--- src/logic/fdc_cmd_pkg.sv ---
// Package for the floppy command interpreter: opcodes, field positions, reset values.
// Assumes a single core clock domain at 100 MHz and a synchronous active-high reset.
package fdc_cmd_pkg;
  // Command codes and match masks
  localparam logic [7:0] OP_SENSE_INT   = 8'h08;
  localparam logic [7:0] OP_SPECIFY     = 8'h03;
  localparam logic [7:0] OP_SENSE_DRV   = 8'h04;
  localparam logic [7:0] OP_SEEK        = 8'h0f;
  localparam logic [7:0] OP_CONFIGURE   = 8'h13;
  localparam logic [7:0] OP_DUMP        = 8'h0e;
  localparam logic [7:0] OP_PERP        = 8'h12;
  localparam logic [6:0] OP_LOCK_LOW    = 7'h14;
  localparam logic [5:0] OP_RELSEEK_LOW = 6'h0f;
  localparam logic [4:0] OP_READID_LOW  = 5'h0a;
  // Result values and field bit positions
  localparam logic [7:0] INVALID_STATUS = 8'h80;
  localparam logic [7:0] SEEK_END_BASE  = 8'h20;
  localparam int         LOCK_RES_BIT   = 4;
  localparam int         LOCK_CMD_BIT   = 7;
  localparam int         DIR_BIT        = 6;
  localparam int         DENSITY_BIT    = 6;
  localparam int         HEAD_BIT       = 2;
  // Reset values
  localparam logic [7:0] CONFIG_RESET   = 8'h20;
  localparam logic [7:0] TIMING_RESET   = 8'h00;
  localparam logic [7:0] PRECOMP_RESET  = 8'h00;
  // Step pacing: one head step every STEP_TIME_NS
  localparam int         CLK_PERIOD_NS  = 10;
  localparam int         STEP_TIME_NS   = 1000;
  localparam int         STEP_CYCLES    = STEP_TIME_NS / CLK_PERIOD_NS;
  // Result byte count ceiling
  localparam int         MAX_RESULTS    = 10;

  typedef enum logic [3:0]
  {
    PH_CMD    = 4'b0001,
    PH_PARAM  = 4'b0010,
    PH_EXEC   = 4'b0100,
    PH_RESULT = 4'b1000
  } phase_t;
endpackage

--- src/logic/head_stepper.sv ---
// Head stepper: walks one drive's cylinder toward a target, one step per pacing interval.
// Assumes the interpreter holds the target stable while busy is high.
module head_stepper
  import fdc_cmd_pkg::*;
(
  input  wire logic       core_clk,
  input  wire logic       rst,
  input  wire logic       start,
  input  wire logic [7:0] fromCyl,
  input  wire logic [7:0] toCyl,
  output logic            busy,
  output logic [7:0]      curCyl,
  output logic            done
);
  logic [7:0]  next_curCyl;
  logic        next_busy;
  logic        next_done;
  logic [15:0] pace;
  logic [15:0] next_pace;

  ////////////////////////////////////////////////////////////////////////////
  // Step toward target, pacing each step
  always_comb
  begin
    next_curCyl = curCyl;
    next_busy   = busy;
    next_done   = 1'b0;
    next_pace   = pace;
    if (start)
    begin
      next_curCyl = fromCyl;
      next_busy   = 1'b1;
      next_pace   = 16'(STEP_CYCLES);
    end
    else if (busy)
    begin
      if (curCyl == toCyl)
      begin
        next_busy = 1'b0;
        next_done = 1'b1;
      end
      else if (pace == 16'h0001)
      begin
        next_pace   = 16'(STEP_CYCLES);
        next_curCyl = (curCyl < toCyl) ? curCyl + 8'h01 : curCyl - 8'h01;
      end
      else
        next_pace = pace - 16'h0001;
    end
  end

  always_ff @(posedge core_clk)
  begin
    if (rst)
    begin
      curCyl <= 8'h00;
      busy   <= 1'b0;
      done   <= 1'b0;
      pace   <= 16'h0000;
    end
    else
    begin
      curCyl <= next_curCyl;
      busy   <= next_busy;
      done   <= next_done;
      pace   <= next_pace;
    end
  end

  // Done only follows a busy period and only with the head on the target
  a_done_after_busy: assert property (@(posedge core_clk) disable iff (rst) // RQ4
    done |-> ($past(busy) && curCyl == $past(toCyl)))
    else $error("done without busy or off target");
endmodule

--- src/logic/floppy_cmd_interpreter.sv ---
// Floppy command interpreter for housekeeping and positioning commands.
// Assumes the host bus layer turns data register writes into wrStrobe pulses and
// reads into rdStrobe pulses, and that an ID field reader supplies idValid/idBytes.
// Function
// [RQ1] Sense interrupt status returns the interrupt status byte and then the present cylinder.
// [RQ2] The host sets timing with 0x03 then a step/unload byte and a load/non-DMA byte.
// [RQ3] Sense drive status takes a head/drive byte and returns one drive status byte.
// [RQ4] Seek moves the selected drive to the target cylinder and has no result phase.
// [RQ5] Configure is 0x13, a zero byte, the seek/FIFO/poll/threshold byte and the precomp track.
// [RQ6] Relative seek has bit 7 set, direction in bit 6, low bits 001111, then select and count bytes.
// [RQ7] Dump returns ten bytes: four cylinders, two timing bytes, sector byte, perpendicular, config, precomp.
// [RQ8] Read ID captures the first valid ID field and returns status then cylinder, head and sector.
// [RQ9] Perpendicular mode is 0x12 plus one byte with overwrite, drive bits, gap and write-gate.
// [RQ10] An undefined code is a no-op that enters standby and returns one byte 0x80.
// [RQ11] Lock carries its value in bit 7 and answers with that value in bit 4 only.
// [RQ12] Drive-select bits in parameters are used internally and never reach drive pins.
// [RQ13] The host keeps command drive bits consistent with its drive output control register.
// [RQ14] All parameters precede execution, exactly the result count is read, then command phase resumes.
module floppy_cmd_interpreter
  import fdc_cmd_pkg::*;
(
  input  wire logic       core_clk,
  input  wire logic       rst,
  input  wire logic       wrStrobe,
  input  wire logic [7:0] wrData,
  input  wire logic       rdStrobe,
  input  wire logic       idValid,
  input  wire logic [31:0] idBytes,
  input  wire logic [7:0] driveStatusIn,
  input  wire logic       lastWasFormat,
  input  wire logic [7:0] sectorsPerCylinder,
  input  wire logic [7:0] endTrackSector,
  output logic [7:0]      rdData,
  output logic            resultReady,
  output logic            cmdBusy,
  output logic            standby,
  output logic [7:0]      stepRateHeadUnload,
  output logic [7:0]      headLoadNonDma,
  output logic [7:0]      configByte,
  output logic [7:0]      precompStartTrack,
  output logic [7:0]      perpendicularByte,
  output logic            lockValue,
  output logic            idReadActive
);
  phase_t     phase;
  phase_t     next_phase;
  logic [7:0] opcode;
  logic [7:0] next_opcode;
  logic [3:0] paramIdx;
  logic [3:0] next_paramIdx;
  logic [3:0] paramNeed;
  logic [7:0] selByte;
  logic [7:0] next_selByte;
  logic [7:0] argByte;
  logic [7:0] next_argByte;
  logic [7:0] resBuf [MAX_RESULTS];
  logic [7:0] next_resBuf [MAX_RESULTS];
  logic [3:0] resCount;
  logic [3:0] next_resCount;
  logic [3:0] resIdx;
  logic [3:0] next_resIdx;
  logic [7:0] cyl [4];
  logic [7:0] next_cyl [4];
  logic [7:0] seekStatus;
  logic [7:0] next_seekStatus;
  logic [1:0] seekDrive;
  logic [1:0] next_seekDrive;
  logic [7:0] next_stepRateHeadUnload;
  logic [7:0] next_headLoadNonDma;
  logic [7:0] next_configByte;
  logic [7:0] next_precompStartTrack;
  logic [7:0] next_perpendicularByte;
  logic       next_lockValue;
  logic       next_standby;
  logic [7:0] next_rdData;
  logic       next_resultReady;
  logic       stepStart;
  logic [7:0] stepTarget;
  logic       stepBusy;
  logic       stepDone;
  logic [7:0] stepCyl;

  ////////////////////////////////////////////////////////////////////////////
  // Opcode classification, shared by phase and parameter logic
  function automatic logic [3:0] param_count(input logic [7:0] op);
    if (op == OP_SPECIFY || op == OP_SEEK || is_relseek(op))
      param_count = 4'd2;
    else if (op == OP_CONFIGURE)
      param_count = 4'd3;
    else if (op == OP_SENSE_DRV || op == OP_PERP || is_readid(op))
      param_count = 4'd1;
    else
      param_count = 4'd0;
  endfunction

  function automatic logic is_relseek(input logic [7:0] op);
    is_relseek = op[7] && op[5:0] == OP_RELSEEK_LOW;
  endfunction

  function automatic logic is_readid(input logic [7:0] op);
    is_readid = !op[7] && op[5:0] == {1'b0, OP_READID_LOW};
  endfunction

  assign paramNeed = param_count(opcode);

  ////////////////////////////////////////////////////////////////////////////
  // Phase sequencing and command decode
  always_comb
  begin
    next_phase      = phase;
    next_opcode     = opcode;
    next_paramIdx   = paramIdx;
    next_selByte    = selByte;
    next_argByte    = argByte;
    next_resBuf     = resBuf;
    next_resCount   = resCount;
    next_resIdx     = resIdx;
    next_cyl        = cyl;
    next_seekStatus = seekStatus;
    next_seekDrive  = seekDrive;
    next_stepRateHeadUnload = stepRateHeadUnload;
    next_headLoadNonDma     = headLoadNonDma;
    next_configByte         = configByte;
    next_precompStartTrack  = precompStartTrack;
    next_perpendicularByte  = perpendicularByte;
    next_lockValue  = lockValue;
    next_standby    = standby;
    next_rdData     = rdData;
    next_resultReady = resultReady;
    stepStart       = 1'b0;
    stepTarget      = 8'h00;
    unique case (phase)
      PH_CMD:
        if (wrStrobe)
        begin
          next_opcode   = wrData;
          next_paramIdx = 4'd0;
          next_resIdx   = 4'd0;
          next_standby  = 1'b0;
          next_phase    = (param_count(wrData) != 4'd0) ? PH_PARAM : PH_EXEC;
        end
      PH_PARAM:
        if (wrStrobe) // RQ14
        begin
          next_paramIdx = paramIdx + 4'd1;
          if (paramIdx == 4'd0)
            next_selByte = wrData;
          if (paramIdx == 4'd1)
            next_argByte = wrData;
          if (opcode == OP_SPECIFY && paramIdx == 4'd0)
            next_stepRateHeadUnload = wrData; // RQ2
          if (opcode == OP_SPECIFY && paramIdx == 4'd1)
            next_headLoadNonDma = wrData; // RQ2
          if (opcode == OP_CONFIGURE && paramIdx == 4'd1)
            next_configByte = {1'b0, wrData[6:0]}; // RQ5
          if (opcode == OP_CONFIGURE && paramIdx == 4'd2)
            next_precompStartTrack = wrData; // RQ5
          if (opcode == OP_PERP)
            next_perpendicularByte = {wrData[7], 1'b0, wrData[5:0]}; // RQ9
          if (paramIdx + 4'd1 == paramNeed)
            next_phase = PH_EXEC;
        end
      PH_EXEC:
      begin
        next_resCount = 4'd0;
        if (opcode == OP_SENSE_INT)
        begin
          next_resBuf[0] = seekStatus; // RQ1
          next_resBuf[1] = cyl[seekDrive]; // RQ1
          next_resCount  = 4'd2;
          next_seekStatus = INVALID_STATUS;
        end
        else if (opcode == OP_SENSE_DRV)
        begin
          next_resBuf[0] = {driveStatusIn[7:3], selByte[HEAD_BIT], selByte[1:0]}; // RQ3
          next_resCount  = 4'd1;
        end
        else if (opcode == OP_SPECIFY || opcode == OP_CONFIGURE || opcode == OP_PERP)
          next_resCount = 4'd0;
        else if (opcode == OP_SEEK || is_relseek(opcode))
        begin
          // Both seeks run in the stepper; relative count wraps at the cylinder range
          // Start once only; a restart on the done cycle would rerun the walk
          stepStart      = !stepBusy && !stepDone; // RQ4
          stepTarget     = (opcode == OP_SEEK) ? argByte :
                           (opcode[DIR_BIT] ? cyl[selByte[1:0]] + argByte : cyl[selByte[1:0]] - argByte); // RQ6
          next_seekDrive = selByte[1:0]; // RQ12
          next_resCount  = 4'd0;
        end
        else if (opcode == OP_DUMP)
        begin
          next_resBuf[0] = cyl[0]; // RQ7
          next_resBuf[1] = cyl[1];
          next_resBuf[2] = cyl[2];
          next_resBuf[3] = cyl[3];
          next_resBuf[4] = stepRateHeadUnload;
          next_resBuf[5] = headLoadNonDma;
          next_resBuf[6] = lastWasFormat ? sectorsPerCylinder : endTrackSector;
          next_resBuf[7] = {lockValue, perpendicularByte[6:0]};
          next_resBuf[8] = configByte;
          next_resBuf[9] = precompStartTrack;
          next_resCount  = 4'd10;
        end
        else if (opcode[6:0] == OP_LOCK_LOW)
        begin
          next_lockValue = opcode[LOCK_CMD_BIT];
          next_resBuf[0] = 8'(opcode[LOCK_CMD_BIT]) << LOCK_RES_BIT; // RQ11
          next_resCount  = 4'd1;
        end
        else if (is_readid(opcode))
        begin
          // Wait for the first good ID field on this cylinder
          if (idValid) // RQ8
          begin
            next_resBuf[0] = {5'h00, selByte[HEAD_BIT], selByte[1:0]};
            next_resBuf[1] = 8'h00;
            next_resBuf[2] = 8'h00;
            next_resBuf[3] = idBytes[31:24];
            next_resBuf[4] = idBytes[23:16];
            next_resBuf[5] = idBytes[15:8];
            next_resBuf[6] = idBytes[7:0];
            next_resCount  = 4'd7;
          end
        end
        else
        begin
          next_resBuf[0] = INVALID_STATUS; // RQ10
          next_resCount  = 4'd1;
          next_standby   = 1'b1; // RQ10
        end
        if (is_readid(opcode) && !idValid)
          next_phase = PH_EXEC;
        else if ((opcode == OP_SEEK || is_relseek(opcode)) && stepBusy)
          next_phase = PH_EXEC;
        else if ((opcode == OP_SEEK || is_relseek(opcode)) || next_resCount == 4'd0)
          next_phase = (opcode == OP_SEEK || is_relseek(opcode)) && !stepDone ? PH_EXEC : PH_CMD;
        else
        begin
          next_phase       = PH_RESULT;
          next_rdData      = next_resBuf[0];
          next_resultReady = 1'b1;
        end
      end
      PH_RESULT:
        if (rdStrobe) // RQ14
        begin
          next_resIdx = resIdx + 4'd1;
          if (resIdx + 4'd1 == resCount)
          begin
            next_phase       = PH_CMD;
            next_resultReady = 1'b0;
          end
          else
            next_rdData = resBuf[resIdx + 4'd1];
        end
    endcase
    if (stepDone)
    begin
      next_cyl[seekDrive] = stepCyl;
      next_seekStatus     = SEEK_END_BASE | {6'h00, seekDrive};
    end
  end

  always_ff @(posedge core_clk)
  begin
    if (rst)
    begin
      phase <= PH_CMD;
      opcode <= 8'h00;
      paramIdx <= 4'd0;
      selByte <= 8'h00;
      argByte <= 8'h00;
      resBuf <= '{default: 8'h00};
      resCount <= 4'd0;
      resIdx <= 4'd0;
      cyl <= '{default: 8'h00};
      seekStatus <= INVALID_STATUS;
      seekDrive <= 2'd0;
      stepRateHeadUnload <= TIMING_RESET;
      headLoadNonDma <= TIMING_RESET;
      configByte <= CONFIG_RESET;
      precompStartTrack <= PRECOMP_RESET;
      perpendicularByte <= 8'h00;
      lockValue <= 1'b0;
      standby <= 1'b0;
      rdData <= 8'h00;
      resultReady <= 1'b0;
    end
    else
    begin
      phase <= next_phase;
      opcode <= next_opcode;
      paramIdx <= next_paramIdx;
      selByte <= next_selByte;
      argByte <= next_argByte;
      resBuf <= next_resBuf;
      resCount <= next_resCount;
      resIdx <= next_resIdx;
      cyl <= next_cyl;
      seekStatus <= next_seekStatus;
      seekDrive <= next_seekDrive;
      stepRateHeadUnload <= next_stepRateHeadUnload;
      headLoadNonDma <= next_headLoadNonDma;
      configByte <= next_configByte;
      precompStartTrack <= next_precompStartTrack;
      perpendicularByte <= next_perpendicularByte;
      lockValue <= next_lockValue;
      standby <= next_standby;
      rdData <= next_rdData;
      resultReady <= next_resultReady;
    end
  end

  // Busy flags registered so outputs come from flip-flops
  always_ff @(posedge core_clk)
  begin
    if (rst)
    begin
      cmdBusy <= 1'b0;
      idReadActive <= 1'b0;
    end
    else
    begin
      cmdBusy <= (next_phase != PH_CMD);
      idReadActive <= (next_phase == PH_EXEC) && is_readid(next_opcode);
    end
  end

  head_stepper head_stepper_inst
  (
    .core_clk (core_clk),
    .rst      (rst),
    .start    (stepStart),
    .fromCyl  (cyl[selByte[1:0]]),
    .toCyl    (stepTarget),
    .busy     (stepBusy),
    .curCyl   (stepCyl),
    .done     (stepDone)
  );

  ////////////////////////////////////////////////////////////////////////////
  // Checks
  a_invalid_status: assert property (@(posedge core_clk) disable iff (rst) // RQ10
    (phase == PH_EXEC && param_count(opcode) == 4'd0 && opcode == 8'hff) |=> (rdData == INVALID_STATUS && standby))
    else $error("invalid code did not answer 80");
  a_lock_result: assert property (@(posedge core_clk) disable iff (rst) // RQ11
    (phase == PH_EXEC && opcode[6:0] == OP_LOCK_LOW) |=> (rdData == {3'b000, opcode[7], 4'h0}))
    else $error("lock result wrong");
  a_seek_no_result: assert property (@(posedge core_clk) disable iff (rst) // RQ4
    (phase == PH_EXEC && opcode == OP_SEEK) |=> !resultReady)
    else $error("seek produced result");
  a_sense_int_first: assert property (@(posedge core_clk) disable iff (rst) // RQ1
    (phase == PH_EXEC && opcode == OP_SENSE_INT) |=> (rdData == $past(seekStatus) && resCount == 4'd2))
    else $error("sense interrupt result wrong");
  a_dump_count: assert property (@(posedge core_clk) disable iff (rst) // RQ7
    (phase == PH_EXEC && opcode == OP_DUMP) |=> (resCount == 4'd10 && rdData == $past(cyl[0])))
    else $error("dump result wrong");
  a_result_return: assert property (@(posedge core_clk) disable iff (rst) // RQ14
    (phase == PH_RESULT && rdStrobe && resIdx + 4'd1 == resCount) |=> (phase == PH_CMD && !resultReady))
    else $error("no return to command phase");
  a_config_store: assert property (@(posedge core_clk) disable iff (rst) // RQ5
    (phase == PH_PARAM && wrStrobe && opcode == OP_CONFIGURE && paramIdx == 4'd2) |=> precompStartTrack == $past(wrData))
    else $error("precomp not stored");
  a_perp_store: assert property (@(posedge core_clk) disable iff (rst) // RQ9
    (phase == PH_PARAM && wrStrobe && opcode == OP_PERP) |=> perpendicularByte[5:0] == $past(wrData[5:0]))
    else $error("perpendicular not stored");
endmodule

--- config.mk ---
export PLATFORM = sky130hd
export DESIGN_NAME = floppy_cmd_interpreter
export DESIGN_NICKNAME = d
export VERILOG_FILES = /design/src/logic/fdc_cmd_pkg.sv /design/src/logic/head_stepper.sv /design/src/logic/floppy_cmd_interpreter.sv
export SDC_FILE = /design/constraint.sdc
export NUM_CORES = 1
export LEC_CHECK = 0
export ABC_AREA = 0
export BUFFER_PORTS_ARGS = -buffer_cell sky130_fd_sc_hd__buf_2
export CAP_MARGIN = 20
export CORE_UTILIZATION = 42
export CTS_CLUSTER_SIZE = 12
export DETAILED_ROUTE_END_ITERATION = 16
export GPL_ROUTABILITY_DRIVEN = 0
export PLACE_DENSITY = 0.71
export SKIP_CTS_REPAIR_TIMING = 1
export SLEW_MARGIN = 10
export SYNTH_ARGS = -nofsm -noshare
export SYNTH_HDL_FRONTEND = slang
export SYNTH_SLANG_ARGS = --single-unit
export TNS_END_PERCENT = 30
--- constraint.sdc ---
create_clock -name core_clk -period 11.8 [get_ports core_clk]
set_input_delay 0 -clock core_clk [delete_from_list [all_inputs] [get_ports core_clk]]
set_output_delay 0 -clock core_clk [all_outputs]
set_load 0.02 [all_outputs]
**Word-level counts from Yosys, hierarchy flattened**

Index checks and enable logic that the tools add are counted.

- Register bits: 228
- Input port bits: 70
- Output and inout port bits: 53
- Word-level logic and storage cells: 299

- Add/subtract/negate cells: 7
- Magnitude comparators: 5
- Equality and inequality tests: 53
- Muxes and demuxes: 114
- Bitwise operators: 10
- Reductions and logical operators: 70

Operator list:

| kind | count |
|---|---|
| $mux W56 | 7 |
| $mux W8 | 33 |
| $mux W80 | 2 |
| $mux W48 | 2 |
| $mux W4 | 21 |
| $mux W72 | 1 |
| $ne A2 B2 Y1 const B | 18 |
| $bmux W8 S2 | 2 |
| $bmux W8 S4 | 1 |
| $bwmux W32 | 1 |
| $eq A8 B4 Y1 const B | 4 |
| $eq A8 B5 Y1 const B | 4 |
| $mux W16 | 2 |
| $eq A6 B4 Y1 const B | 5 |
| $reduce_and A3 Y1 | 10 |
| $mux W1 | 24 |
| $mux W24 | 1 |
| $mux W7 | 3 |
| $reduce_and A6 Y1 | 3 |
| $reduce_bool A2 Y1 | 9 |
| $demux W8 S2 | 1 |
| $eq A16 B1 Y1 const B | 1 |
| $eq A8 B2 Y1 const B | 2 |
| $eq A8 B3 Y1 const B | 2 |
| other kinds (44) | 100 |

**Depth between registers and ports, before layout**

Gate-level depths: netlist (run 1).

- Depth after elaboration: 19
- Gate-level depth with buffers: 22

**Modules after synthesis**

A second synthesis (run 1) with hierarchy kept.

- Cell total of the unflattened synthesis: 1437
- Area, all modules: 12086.6 um2

By module, submodules not included:

| module | instances | cells each | area an instance (um2) | sequential area each (um2) |
|---|---|---|---|---|
| floppy_cmd_interpreter | 1 | 1225 | 10286.1 | 4043.9 |
| head_stepper | 1 | 212 | 1800.5 | 520.5 |

**Worst setup path before layout (run 1)**

Ideal clock, no wire load.

- Path kind: register to register
- Start point: register selByte[0]
- End point: register head_stepper_inst.curCyl[6]
- Data arrival time: 5649 ps
- Data required time: 11673 ps
- Slack: 6024 ps
- Stages on the path, launching flop included: 22
- Path buffers: 1
- Cell sequence: dfxtp_1 > buf_1 > mux4_2 > ha_1 > fa_1 > a21o_1 > a21oi_1 > nor2b_1 > nor2_1 > or4bb_1 > a31o_2 > ha_1 > nand4_1 > a21oi_1 > or3_1 > fa_1 > a21o_1 > a21oi_1 > o21bai_1 > a21oi_1 > nor4_1 > or3_1

- Cells in the longest elaborated chain, start to end: 18

Ends and longest elaborated chain:

| element | RTL line | text |
|---|---|---|
| start, declared | floppy_cmd_interpreter.sv:52 | `logic [7:0] selByte;` |
| start signal, assigned | floppy_cmd_interpreter.sv:294 | `selByte <= next_selByte;` |
| $not A2 Y3 (implied by the code) (*) | floppy_cmd_interpreter.sv:186, floppy_cmd_interpreter.sv:334 |  |
| $bmux W8 S2 (*) | floppy_cmd_interpreter.sv:186, floppy_cmd_interpreter.sv:334 |  |
| $mux W8 (implied by the code) (*) (2 in a row) | floppy_cmd_interpreter.sv:186, floppy_cmd_interpreter.sv:334 |  |
| $sub A8 B8 Y8 / $add A8 B8 Y8 (equally long branches) | floppy_cmd_interpreter.sv:186 | `(opcode[DIR_BIT] ? cyl[selByte[1:0]] + argByte : cyl[selByte[1:0]] - argByte);` |
| $mux W8 | floppy_cmd_interpreter.sv:186 |  |
| $mux W8 | floppy_cmd_interpreter.sv:185 | `stepTarget = (opcode == OP_SEEK) ? argByte :` |
| $mux W8 | floppy_cmd_interpreter.sv:180 | `else if (opcode == OP_SEEK \|\| is_relseek(opcode))` |
| $mux W8 | floppy_cmd_interpreter.sv:178 | `else if (opcode == OP_SPECIFY \|\| opcode == OP_CONFIGURE \|\| opcode == OP_PERP)` |
| $mux W8 | floppy_cmd_interpreter.sv:173 | `else if (opcode == OP_SENSE_DRV)` |
| $mux W8 | floppy_cmd_interpreter.sv:166 | `if (opcode == OP_SENSE_INT)` |
| $mux W8 | floppy_cmd_interpreter.sv:132 | `unique case (phase)` |
| $lt A8 B8 Y1 | head_stepper.sv:45 | `next_curCyl = (curCyl < toCyl) ? curCyl + 8'h01 : curCyl - 8'h01;` |
| $mux W8 | head_stepper.sv:45 |  |
| $mux W8 | head_stepper.sv:42 | `else if (pace == 16'h0001)` |
| $mux W8 | head_stepper.sv:37 | `if (curCyl == toCyl)` |
| $mux W8 | head_stepper.sv:35 | `else if (busy)` |
| $mux W8 | head_stepper.sv:29 | `if (start)` |
| end signal, assigned | head_stepper.sv:63 | `curCyl <= next_curCyl;` |
| end, declared | head_stepper.sv:12 | `output logic [7:0] curCyl,` |

Mark *: on every way between the ends. The rest lies on a longest branch, timed or not. The select of a mux whose other input is x is not followed.
A chain may end at the register's enable or synchronous reset.

**Worst setup path after layout (run 1)**

- Start point: register selByte[0]
- End point: register head_stepper_inst.curCyl[7]

The elaborated chain is that of the path after synthesis.

==> flow_metrics.py, run 1 <==
metrics = {
    "run_status": {
        "status": "complete, but fails checks",
        "violations": "negative hold slack",
    },
    "grt": {
        "grt_pass1_vias": 9960,
        "grt_overflow": 0,
        "track_usage": 0.238,
        "grt_pass1_wl_um": 54500,
        "grt_max_degree": 132,
        "antenna_found_initial": 0,
    },
    "worst_setup_path": {
        "crit_path_max_fanout": 12,
        "endpoint_kind": "register",
        "cpPeakStageDelay_ps": 770,
        "worst-setup-path-type": "register to register",
        "worst_path_max_delay_cell": "dfxtp_1",
        "crit_chain": "mux4_2 -> ha_1 -> fa_1 -> a21o_1 -> a21oi_1 -> nor2b_1 -> nor2_1 -> or4bb_1 -> a31o_2 -> ha_1 -> nand4_1 -> a21oi_1 -> or3_1 -> ha_1 -> a21oi_1 -> o211ai_1 -> o41ai_1 -> or4_1 -> a21oi_1 -> nand3b_1",
        "cp_common_cell": "a21oi_1",
        "worst-endpoint-required_ps": 12220,
        "cp-start-kind": "register",
        "arrival_ps": 6670,
    },
    "timing": {
        "setup_viol": 0,
        "fin_crit_ps": 6260,
        "max_clock_freq_mhz": 160,
        "slew_viol_final": 0,
        "skew_ps": 24.9,
        "min_period_over_period": 0.530,
        "holdWs_ps": -49.6,
        "rsz0062_at_grt": "no",
        "hold_viol": 3,
        "slew_headroom": 0.328,
        "max_slew.worst_pin.slew_ps": 1010,
        "setup_tns_ps": 0,
    },
    "finish": {
        "final_cell_mix": "dfxtp_1 (227), nor2_1 (205), nand2_1 (158)",
        "area_growth_pct": 17.2,
        "final_util": 0.501,
        "mostFrequentLayoutCell": "dfxtp_1",
        "fin_area_um2": 13900,
        "drive_gt1_frac": 0.148,
        "nets": 1603,
        "n_fill_cell": 2569,
        "antenna_cells": 0,
    },
    "route": {
        "dr.pass1.iters": 5,
        "viasPerCell": 5.87,
        "first_iter_violations": 1131,
        "ant_nets": 0,
        "wire_per_inst_um": 19.2,
        "route.detailed.drc": 0,
        "num_vias": 11100,
        "wirelength_um": 36400,
    },
    "clocking": {
        "clock_latency_ps": 550,
        "clock-sinks": 228,
        "cts.clk_slew.worst_paths_ps": 60,
        "cts_buffer_depth": 3,
        "cts_buffers": 26,
        "cts_tree": "yes",
        "root_buffer": "clkbuf_16",
        "cts-htree-levels": 1,
    },
    "synthesis": {
        "synthTopCellsByArea": "dfxtp_1 (38%), mux2i_1 (8.5%), nor2_1 (6.5%)",
        "yosys_most_used_dff": "dfxtp_1",
        "ys_seq_area_frac": 0.384,
        "yosysTopAreaCell": "dfxtp_1",
        "async_reset_ff_frac": 0,
        "synth_cell_types": 76,
        "syn_avg_cell_area_um2": 8.51,
        "ys_ff_latch": 228,
        "synth_edf_count": 0,
        "syn-cell-area_um2": 11900,
        "synth.top_cell.area_share": 0.384,
        "yosys_warnings": 0,
        "netlist_instances": 1398,
    },
    "floorplan": {
        "io_pins": 123,
        "initial_core_util": 0.427,
        "dieHeight_um": 170,
        "die_w_um": 170,
        "core_area_um2": 27900,
        "rows": 61,
        "dieArea_um2": 29000,
    },
    "power_and_ir_drop": {
        "power_density_nw_per_um2": 118,
        "ir_worst_vdd_uv": 109,
        "p_leak_uw": 0.00521,
    },
    "place": {
        "port_buffers": 117,
        "dpl_cell_area_um2": 12700,
        "place_hpwl_um": 24200,
    },
    "min_path": {
        "min_path_type": "primary input to register",
    },
    "job": {
        "drv_cap": 0,
    },
}
==> kinds of logic after synthesis <==
logic type               Yosys count  synth area share
AO/OA/AOI/OAI                    274             0.155
other                              1          0.000315
adder cells (fa/ha/maj)           32            0.0349
multiplexers                     127             0.131
AND/OR/NAND/NOR                  568             0.223
buffers and inverters            133            0.0448
XOR/XNOR                          35            0.0270
flip-flops                       228             0.384
==> registers in the layout, summed over array words and instances, names as in the netlist, 2 cells and up <==
| register | flops |
|---|---|
| resBuf | 78 |
| cyl | 32 |
| head_stepper_inst.pace | 16 |
| argByte | 8 |
| headLoadNonDma | 8 |
| head_stepper_inst.curCyl | 8 |
| opcode | 8 |
| precompStartTrack | 8 |
| rdData | 8 |
| stepRateHeadUnload | 8 |
| configByte | 7 |
| perpendicularByte | 7 |
| paramIdx | 4 |
| phase | 4 |
| resCount | 4 |
| resIdx | 4 |
| seekStatus | 4 |
| selByte | 3 |
| seekDrive | 2 |
==> layer usage <==
layer	track usage	routed length [um]
met2	0.371	16700
met5	0	0
met4	0.0803	1000
met3	0.0330	2830
met1	0.335	15800
==> cell type report <==
class	instances	area, um2	share of cell area
sequential	228	4570	0.327
multi-input combinational	1038	6830	0.489
clock inverter	8	55.1	0.00395
inverter	24	90.1	0.00646
timing repair buffer	183	1210	0.0866
clock buffer	36	728	0.0522
tap	378	473	0.0339
==> critical path: cells and delay by family, from the launching register on <==
family / cells / cell delay [ps]
simple gates: 7 / 1750
compound gates: 8 / 1680
fa+ha+maj: 4 / 1330
flops: 1 / 770
mux: 1 / 620
==> synthesized netlist by cell type, types with 4 or more instances <==
cell type	n
a311oi_1	34
ha_1	30
o211ai_1	8
a32o_1	9
o21ai_0	28
mux4_2	23
nor2_1	206
and3_1	4
nor4_1	16
a21oi_1	101
nand2_1	158
clkbuf_1	91
a31oi_1	7
o21bai_1	4
nand4_1	6
a22o_1	5
o41ai_1	4
buf_1	10
inv_1	24
mux2i_1	101
nor3b_1	5
nor4b_1	10
nand3b_1	7
nor2b_1	9
a22oi_1	11
nor3_1	27
a211oi_1	20
nand4b_1	4
or4_1	9
dfxtp_1	228
nand3_1	68
o221ai_1	5
or3_1	9
xnor2_1	19
or4b_2	4
xor2_1	15
o21a_1	8
nand2b_1	4
==> path summary, 6_finish.rpt <==
check                                       start                          end  slack [ps]  cells past startpoint
worst max-delay path                   selByte[0]  head_stepper_inst.curCyl[7]        5540                     20
worst min-delay path            endTrackSector[2]                   resBuf[26]         -50                      5
worst max register to register         selByte[0]  head_stepper_inst.curCyl[7]        5540                     20
worst min register to register         resBuf[58]                   resBuf[58]         450                      2
==> stage by stage <==
stage	cells	setup slack (ps)	power [uW]	hold WS, ps
after floorplan	1399	6020	860	185
after global placement	1803	5680	891	297
after detailed placement	1803	5570	893	302
after CTS	1847	5520	1640	-263
after global routing	1895	5110	1690	4.01
final	1895	5540	1640	-49.6
==> power breakdown <==
part	switching (uW)	internal [uW]	leakage (uW)
clock network	323	428	0.000391
logic	63.9	41.0	0.00298
registers	10.3	776	0.00184
total	397	1240	0.00521
Note: power is estimated with default switching activity, not from simulation.
==> run 2: changes to the inputs <==
- clock period: 11.8 -> 5.8 ns (I/O delays scaled with it)
==> run 2 against run 1 <==
The flow still finishes with violations (negative hold slack). Maximum frequency is 13% higher. Highest routed layer unchanged. Die area is the same. First-iteration DRC count decreased by 0.88%. Largest power group unchanged. Combinational power is 110% higher.
==> flow_metrics.py, run 2 (synthesis results as in run 1) <==
metrics = {
    "timing": {
        "min_period_over_period": 0.955,
        "max_slew.worst_pin.slew_ps": 1050,
        "slew_viol_final": 0,
        "max_clock_freq_mhz": 180,
        "holdWs_ps": -82.3,
        "skew_ps": 11.5,
        "hold_viol": 2,
        "fin_ws_ps": 259,
        "slew_headroom": 0.299,
        "setup_viol": 0,
        "fin_crit_ps": 5540,
    },
    "finish": {
        "regMostFlops": "resBuf",
        "top_regs": "resBuf: 78 flops, cyl: 32 flops, head_stepper_inst.pace: 16 flops",
        "final_cell_mix": "dfxtp_1 (226), nor2_1 (205), nand2_1 (158)",
        "nets": 1614,
        "n_fill_cell": 2592,
        "largest_register_ffs": 78,
        "area_growth_pct": 18.7,
        "drive_gt1_frac": 0.157,
        "fin_cells": 1903,
        "mostFrequentLayoutCell": "dfxtp_1",
        "fin_area_um2": 14100,
        "antenna_cells": 0,
    },
    "power_and_ir_drop": {
        "ir_worst_vdd_uv": 206,
        "power_density_nw_per_um2": 241,
        "p_leak_uw": 0.00528,
        "power.total_uw": 3410,
    },
    "floorplan": {
        "die_w_um": 170,
        "rows": 61,
        "io_pins": 123,
        "dieHeight_um": 170,
        "dieArea_um2": 29000,
        "initial_core_util": 0.427,
        "core_area_um2": 27900,
    },
    "grt": {
        "grt_overflow": 0,
        "grt_pass1_vias": 9830,
        "antenna_found_initial": 0,
        "track_usage": 0.239,
        "grt_pass1_wl_um": 54600,
        "grt_max_degree": 88,
    },
    "place": {
        "place_hpwl_um": 24700,
        "pre_cts_slack_ps": 50.5,
        "dpl_cell_area_um2": 12700,
        "placedCellCount": 1809,
        "port_buffers": 117,
    },
    "worst_setup_path": {
        "arrival_ps": 5950,
        "worst-endpoint-required_ps": 6210,
        "endpoint_kind": "register",
        "crit_path_max_fanout": 7,
        "worst-setup-path-type": "register to register",
        "cp-start-kind": "register",
    },
    "clocking": {
        "root_buffer": "clkbuf_16",
        "cts_buffer_depth": 3,
        "cts_tree": "yes",
        "clock-sinks": 228,
        "cts-htree-levels": 1,
        "cts_buffers": 25,
        "cts.clk_slew.worst_paths_ps": 60,
        "clock_latency_ps": 540,
    },
    "route": {
        "wirelength_um": 36400,
        "route.detailed.drc": 0,
        "dr.pass1.iters": 6,
        "wire_per_inst_um": 19.1,
        "num_vias": 11100,
        "first_iter_violations": 1121,
        "viasPerCell": 5.85,
        "ant_nets": 0,
    },
    "run_status": {
        "violations": "negative hold slack",
        "status": "complete, but fails checks",
    },
    "min_path": {
        "min_path_type": "primary input to register",
    },
    "job": {
        "drv_cap": 0,
    },
}
run 2: cell count changes in the layout (fill, tap and decap cells not counted), moves of 2 or more:
| cell | previous run | this run |
|---|---|---|
| clkinv_2 | 6 | 1 |
| a21oi_1 | 101 | 99 |
| bufinv_16 | 0 | 2 |
| ha_4 | 0 | 3 |
| buf_4 | 18 | 27 |
| dlygate4sd3_1 | 48 | 50 |
| ha_1 | 30 | 27 |
| a21oi_2 | 0 | 2 |
run 2: metal layers:
metal	GRT usage	wire, um	vias to the layer above
met5	0	0	-
met4	0.0650	1040	0
met3	0.0307	2840	74
met2	0.373	16400	454
met1	0.343	16100	5349
li1	-	-	5261
run 2: layout make-up:
type / instances / area, um2 / area share
clock buffer: 36 / 717 / 0.0508
clock inverter: 4 / 85.1 / 0.00602
inverter: 24 / 90.1 / 0.00638
multi-input combinational: 1038 / 6890 / 0.488
sequential: 228 / 4570 / 0.323
tap: 378 / 473 / 0.0335
timing repair buffer: 195 / 1310 / 0.0925
run 2: through the flow:
step | hold slack [ps] | util | TNS (ps)
6_report | -82.3 | 0.507 | 0
5_1_grt | 9.26 | 0.507 | -27.2
4_1_cts | -261 | 0.486 | 0
3_5_place_dp | 302 | 0.457 | 0
3_3_place_gp | 299 | 0.457 | 0
2_1_floorplan | 185 | - | 0
run 2: worst max-delay path, stage by stage, from the launching register on:
cell and delay (ps):
dfxtp_2 350, mux4_2 540, ha_1 240, fa_1 450
a21o_1 200, a21oi_2 170, nor2b_1 60, nor2_1 120
or4bb_1 510, a31o_2 250, ha_1 310, a21oi_1 130
a21boi_0 140, or3_4 500, fa_2 390, a21o_1 180
a21oi_2 190, o21bai_1 90, a21oi_1 170, nor4_1 60
or3_1 370
run 2: worst paths after layout:
| path | from | endpoint | slack (ps) | cells past startpoint |
|---|---|---|---|---|
| worst max-delay path | selByte[0] | head_stepper_inst.curCyl[6] | 260 | 20 |
| worst min-delay path | endTrackSector[2] | resBuf[26] | -80 | 5 |
| worst max register to register | selByte[0] | head_stepper_inst.curCyl[6] | 260 | 20 |
| worst min register to register | resBuf[59] | resBuf[59] | 450 | 2 |
run 2: power by group:
part | switching (uW) | internal, uW
Sequential | 20.5 | 1580
Clock | 651 | 942
Combinational | 132 | 85.2
Total | 804 | 2600
==> run 3: changes to the inputs <==
- CORE_ASPECT_RATIO: unset -> 1.1
==> run 3 against run 2 <==
The run still ends with negative hold slack left. Global-route usage grew 0.53 points. Maximum frequency up 0.31%. Critical path depth is the same. Sequential share of layout area grew 0.20 points. First-iteration DRC count up 12%. Largest cell class unchanged. Largest power group is now the clock network. Highest routed layer unchanged.
==> flow_metrics.py, run 3 (synthesis results as in run 1) <==
metrics = {
    "place": {
        "placedCellCount": 1794,
        "port_buffers": 117,
        "place_hpwl_um": 25700,
    },
    "finish": {
        "antenna_cells": 0,
        "seq_area_um2": 4560,
        "area_growth_pct": 18.0,
        "drive_gt1_frac": 0.152,
        "largest_register_ffs": 78,
        "multi_input_area_um2": 6840,
        "nets": 1609,
        "final_util": 0.505,
        "fin_cells": 1884,
        "n_fill_cell": 2559,
        "regMostFlops": "resBuf",
        "final_cell_mix": "dfxtp_1 (228), nor2_1 (205), nand2_1 (158)",
        "top_regs": "resBuf: 78 flops, cyl: 32 flops, head_stepper_inst.pace: 16 flops",
        "mostFrequentLayoutCell": "dfxtp_1",
    },
    "min_path": {
        "min_path_type": "primary input to register",
    },
    "route": {
        "first_iter_violations": 1261,
        "num_vias": 11300,
        "wire_per_inst_um": 19.9,
        "ant_nets": 0,
        "dr.pass1.iters": 5,
        "viasPerCell": 5.99,
        "route.detailed.drc": 0,
        "wirelength_um": 37500,
    },
    "timing": {
        "max_clock_freq_mhz": 181,
        "setup_viol": 0,
        "fin_crit_ps": 5520,
        "max_slew.worst_pin.slew_ps": 1060,
        "min_period_over_period": 0.952,
        "holdWs_ps": -46.9,
        "setup_tns_ps": 0,
        "skew_ps": 9.21,
        "rsz0062_at_grt": "no",
        "slew_headroom": 0.290,
        "hold_viol": 1,
        "slew_viol_final": 0,
    },
    "floorplan": {
        "io_pins": 123,
        "core_area_um2": 27800,
        "dieArea_um2": 29000,
        "die_w_um": 162,
        "rows": 64,
        "dieHeight_um": 178,
        "initial_core_util": 0.428,
    },
    "clocking": {
        "cts-htree-levels": 1,
        "root_buffer": "clkbuf_16",
        "cts_buffer_depth": 3,
        "clock_latency_ps": 520,
        "cts_tree": "yes",
        "clock-sinks": 228,
        "cts_buffers": 25,
        "cts.clk_slew.worst_paths_ps": 60,
    },
    "run_status": {
        "status": "complete, but fails checks",
        "violations": "negative hold slack",
    },
    "power_and_ir_drop": {
        "ir_worst_vdd_uv": 209,
        "power.total_uw": 3420,
        "p_leak_uw": 0.00526,
        "power_density_nw_per_um2": 244,
    },
    "grt": {
        "grt_max_degree": 134,
        "grt_pass1_wl_um": 55100,
        "track_usage": 0.244,
        "antenna_found_initial": 0,
        "grt_pass1_vias": 9850,
        "grt_overflow": 0,
    },
    "worst_setup_path": {
        "endpoint_kind": "register",
        "worst-endpoint-required_ps": 6210,
        "cp-start-kind": "register",
        "crit_path_max_fanout": 8,
        "worst-setup-path-type": "register to register",
        "arrival_ps": 5930,
    },
    "job": {
        "drv_cap": 0,
    },
}
## run 3: per-stage QoR
| stage | area (um2) | setup WS [ps] |
|---|---|---|
| detailed placement | 12700 | 180 |
| global route | 14000 | 18.1 |
| floorplan | 11900 | 23.7 |
| global placement | 12700 | 278 |
| finish | 14000 | 276 |
| CTS | 13500 | 161 |
## run 3: worst max-delay path, cell delays in order, from the launching register on
cell and delay, ps:
dfxtp_1 370, mux4_2 540, ha_1 240, fa_1 460
a21o_1 190, a21oi_1 210, nor2b_1 70, nor2_1 110
or4bb_1 480, a31o_2 250, ha_1 310, a21oi_1 130
a21boi_0 150, or3_4 420, fa_1 420, a21o_1 190
a21oi_2 170, o21bai_1 80, a21oi_1 180, nor4_1 60
or3_1 370
## run 3: routing by layer
metal,wire [um],up-vias,GRT usage
met5,0,-,0
met4,1670,0,0.0998
met3,3280,121,0.0379
met2,17200,554,0.387
met1,15400,5356,0.329
li1,-,5253,-
## run 3: path summary, 6_finish.rpt
kind	depth (start not counted)	slack [ps]	startpoint	end
worst min-delay path	5	-50	endTrackSector[6]	resBuf[30]
worst max-delay path	20	280	selByte[0]	head_stepper_inst.curCyl[6]
worst max register to register	20	280	selByte[0]	head_stepper_inst.curCyl[6]
worst min register to register	2	450	resBuf[5]	resBuf[5]
## run 3: final cells by class
class,count,area share
Inverter,24,0.00642
Clock buffer,35,0.0508
Timing Repair Buffer,190,0.0901
Sequential cell,228,0.325
Clock inverter,6,0.00749
Multi-Input combinational cell,1038,0.487
Tap cell,363,0.0324
## run 3: power by group
part	internal, uW	total, uW	switching (uW)
combinational	84.6	216	132
sequential	1580	1600	17.7
clock	980	1610	628
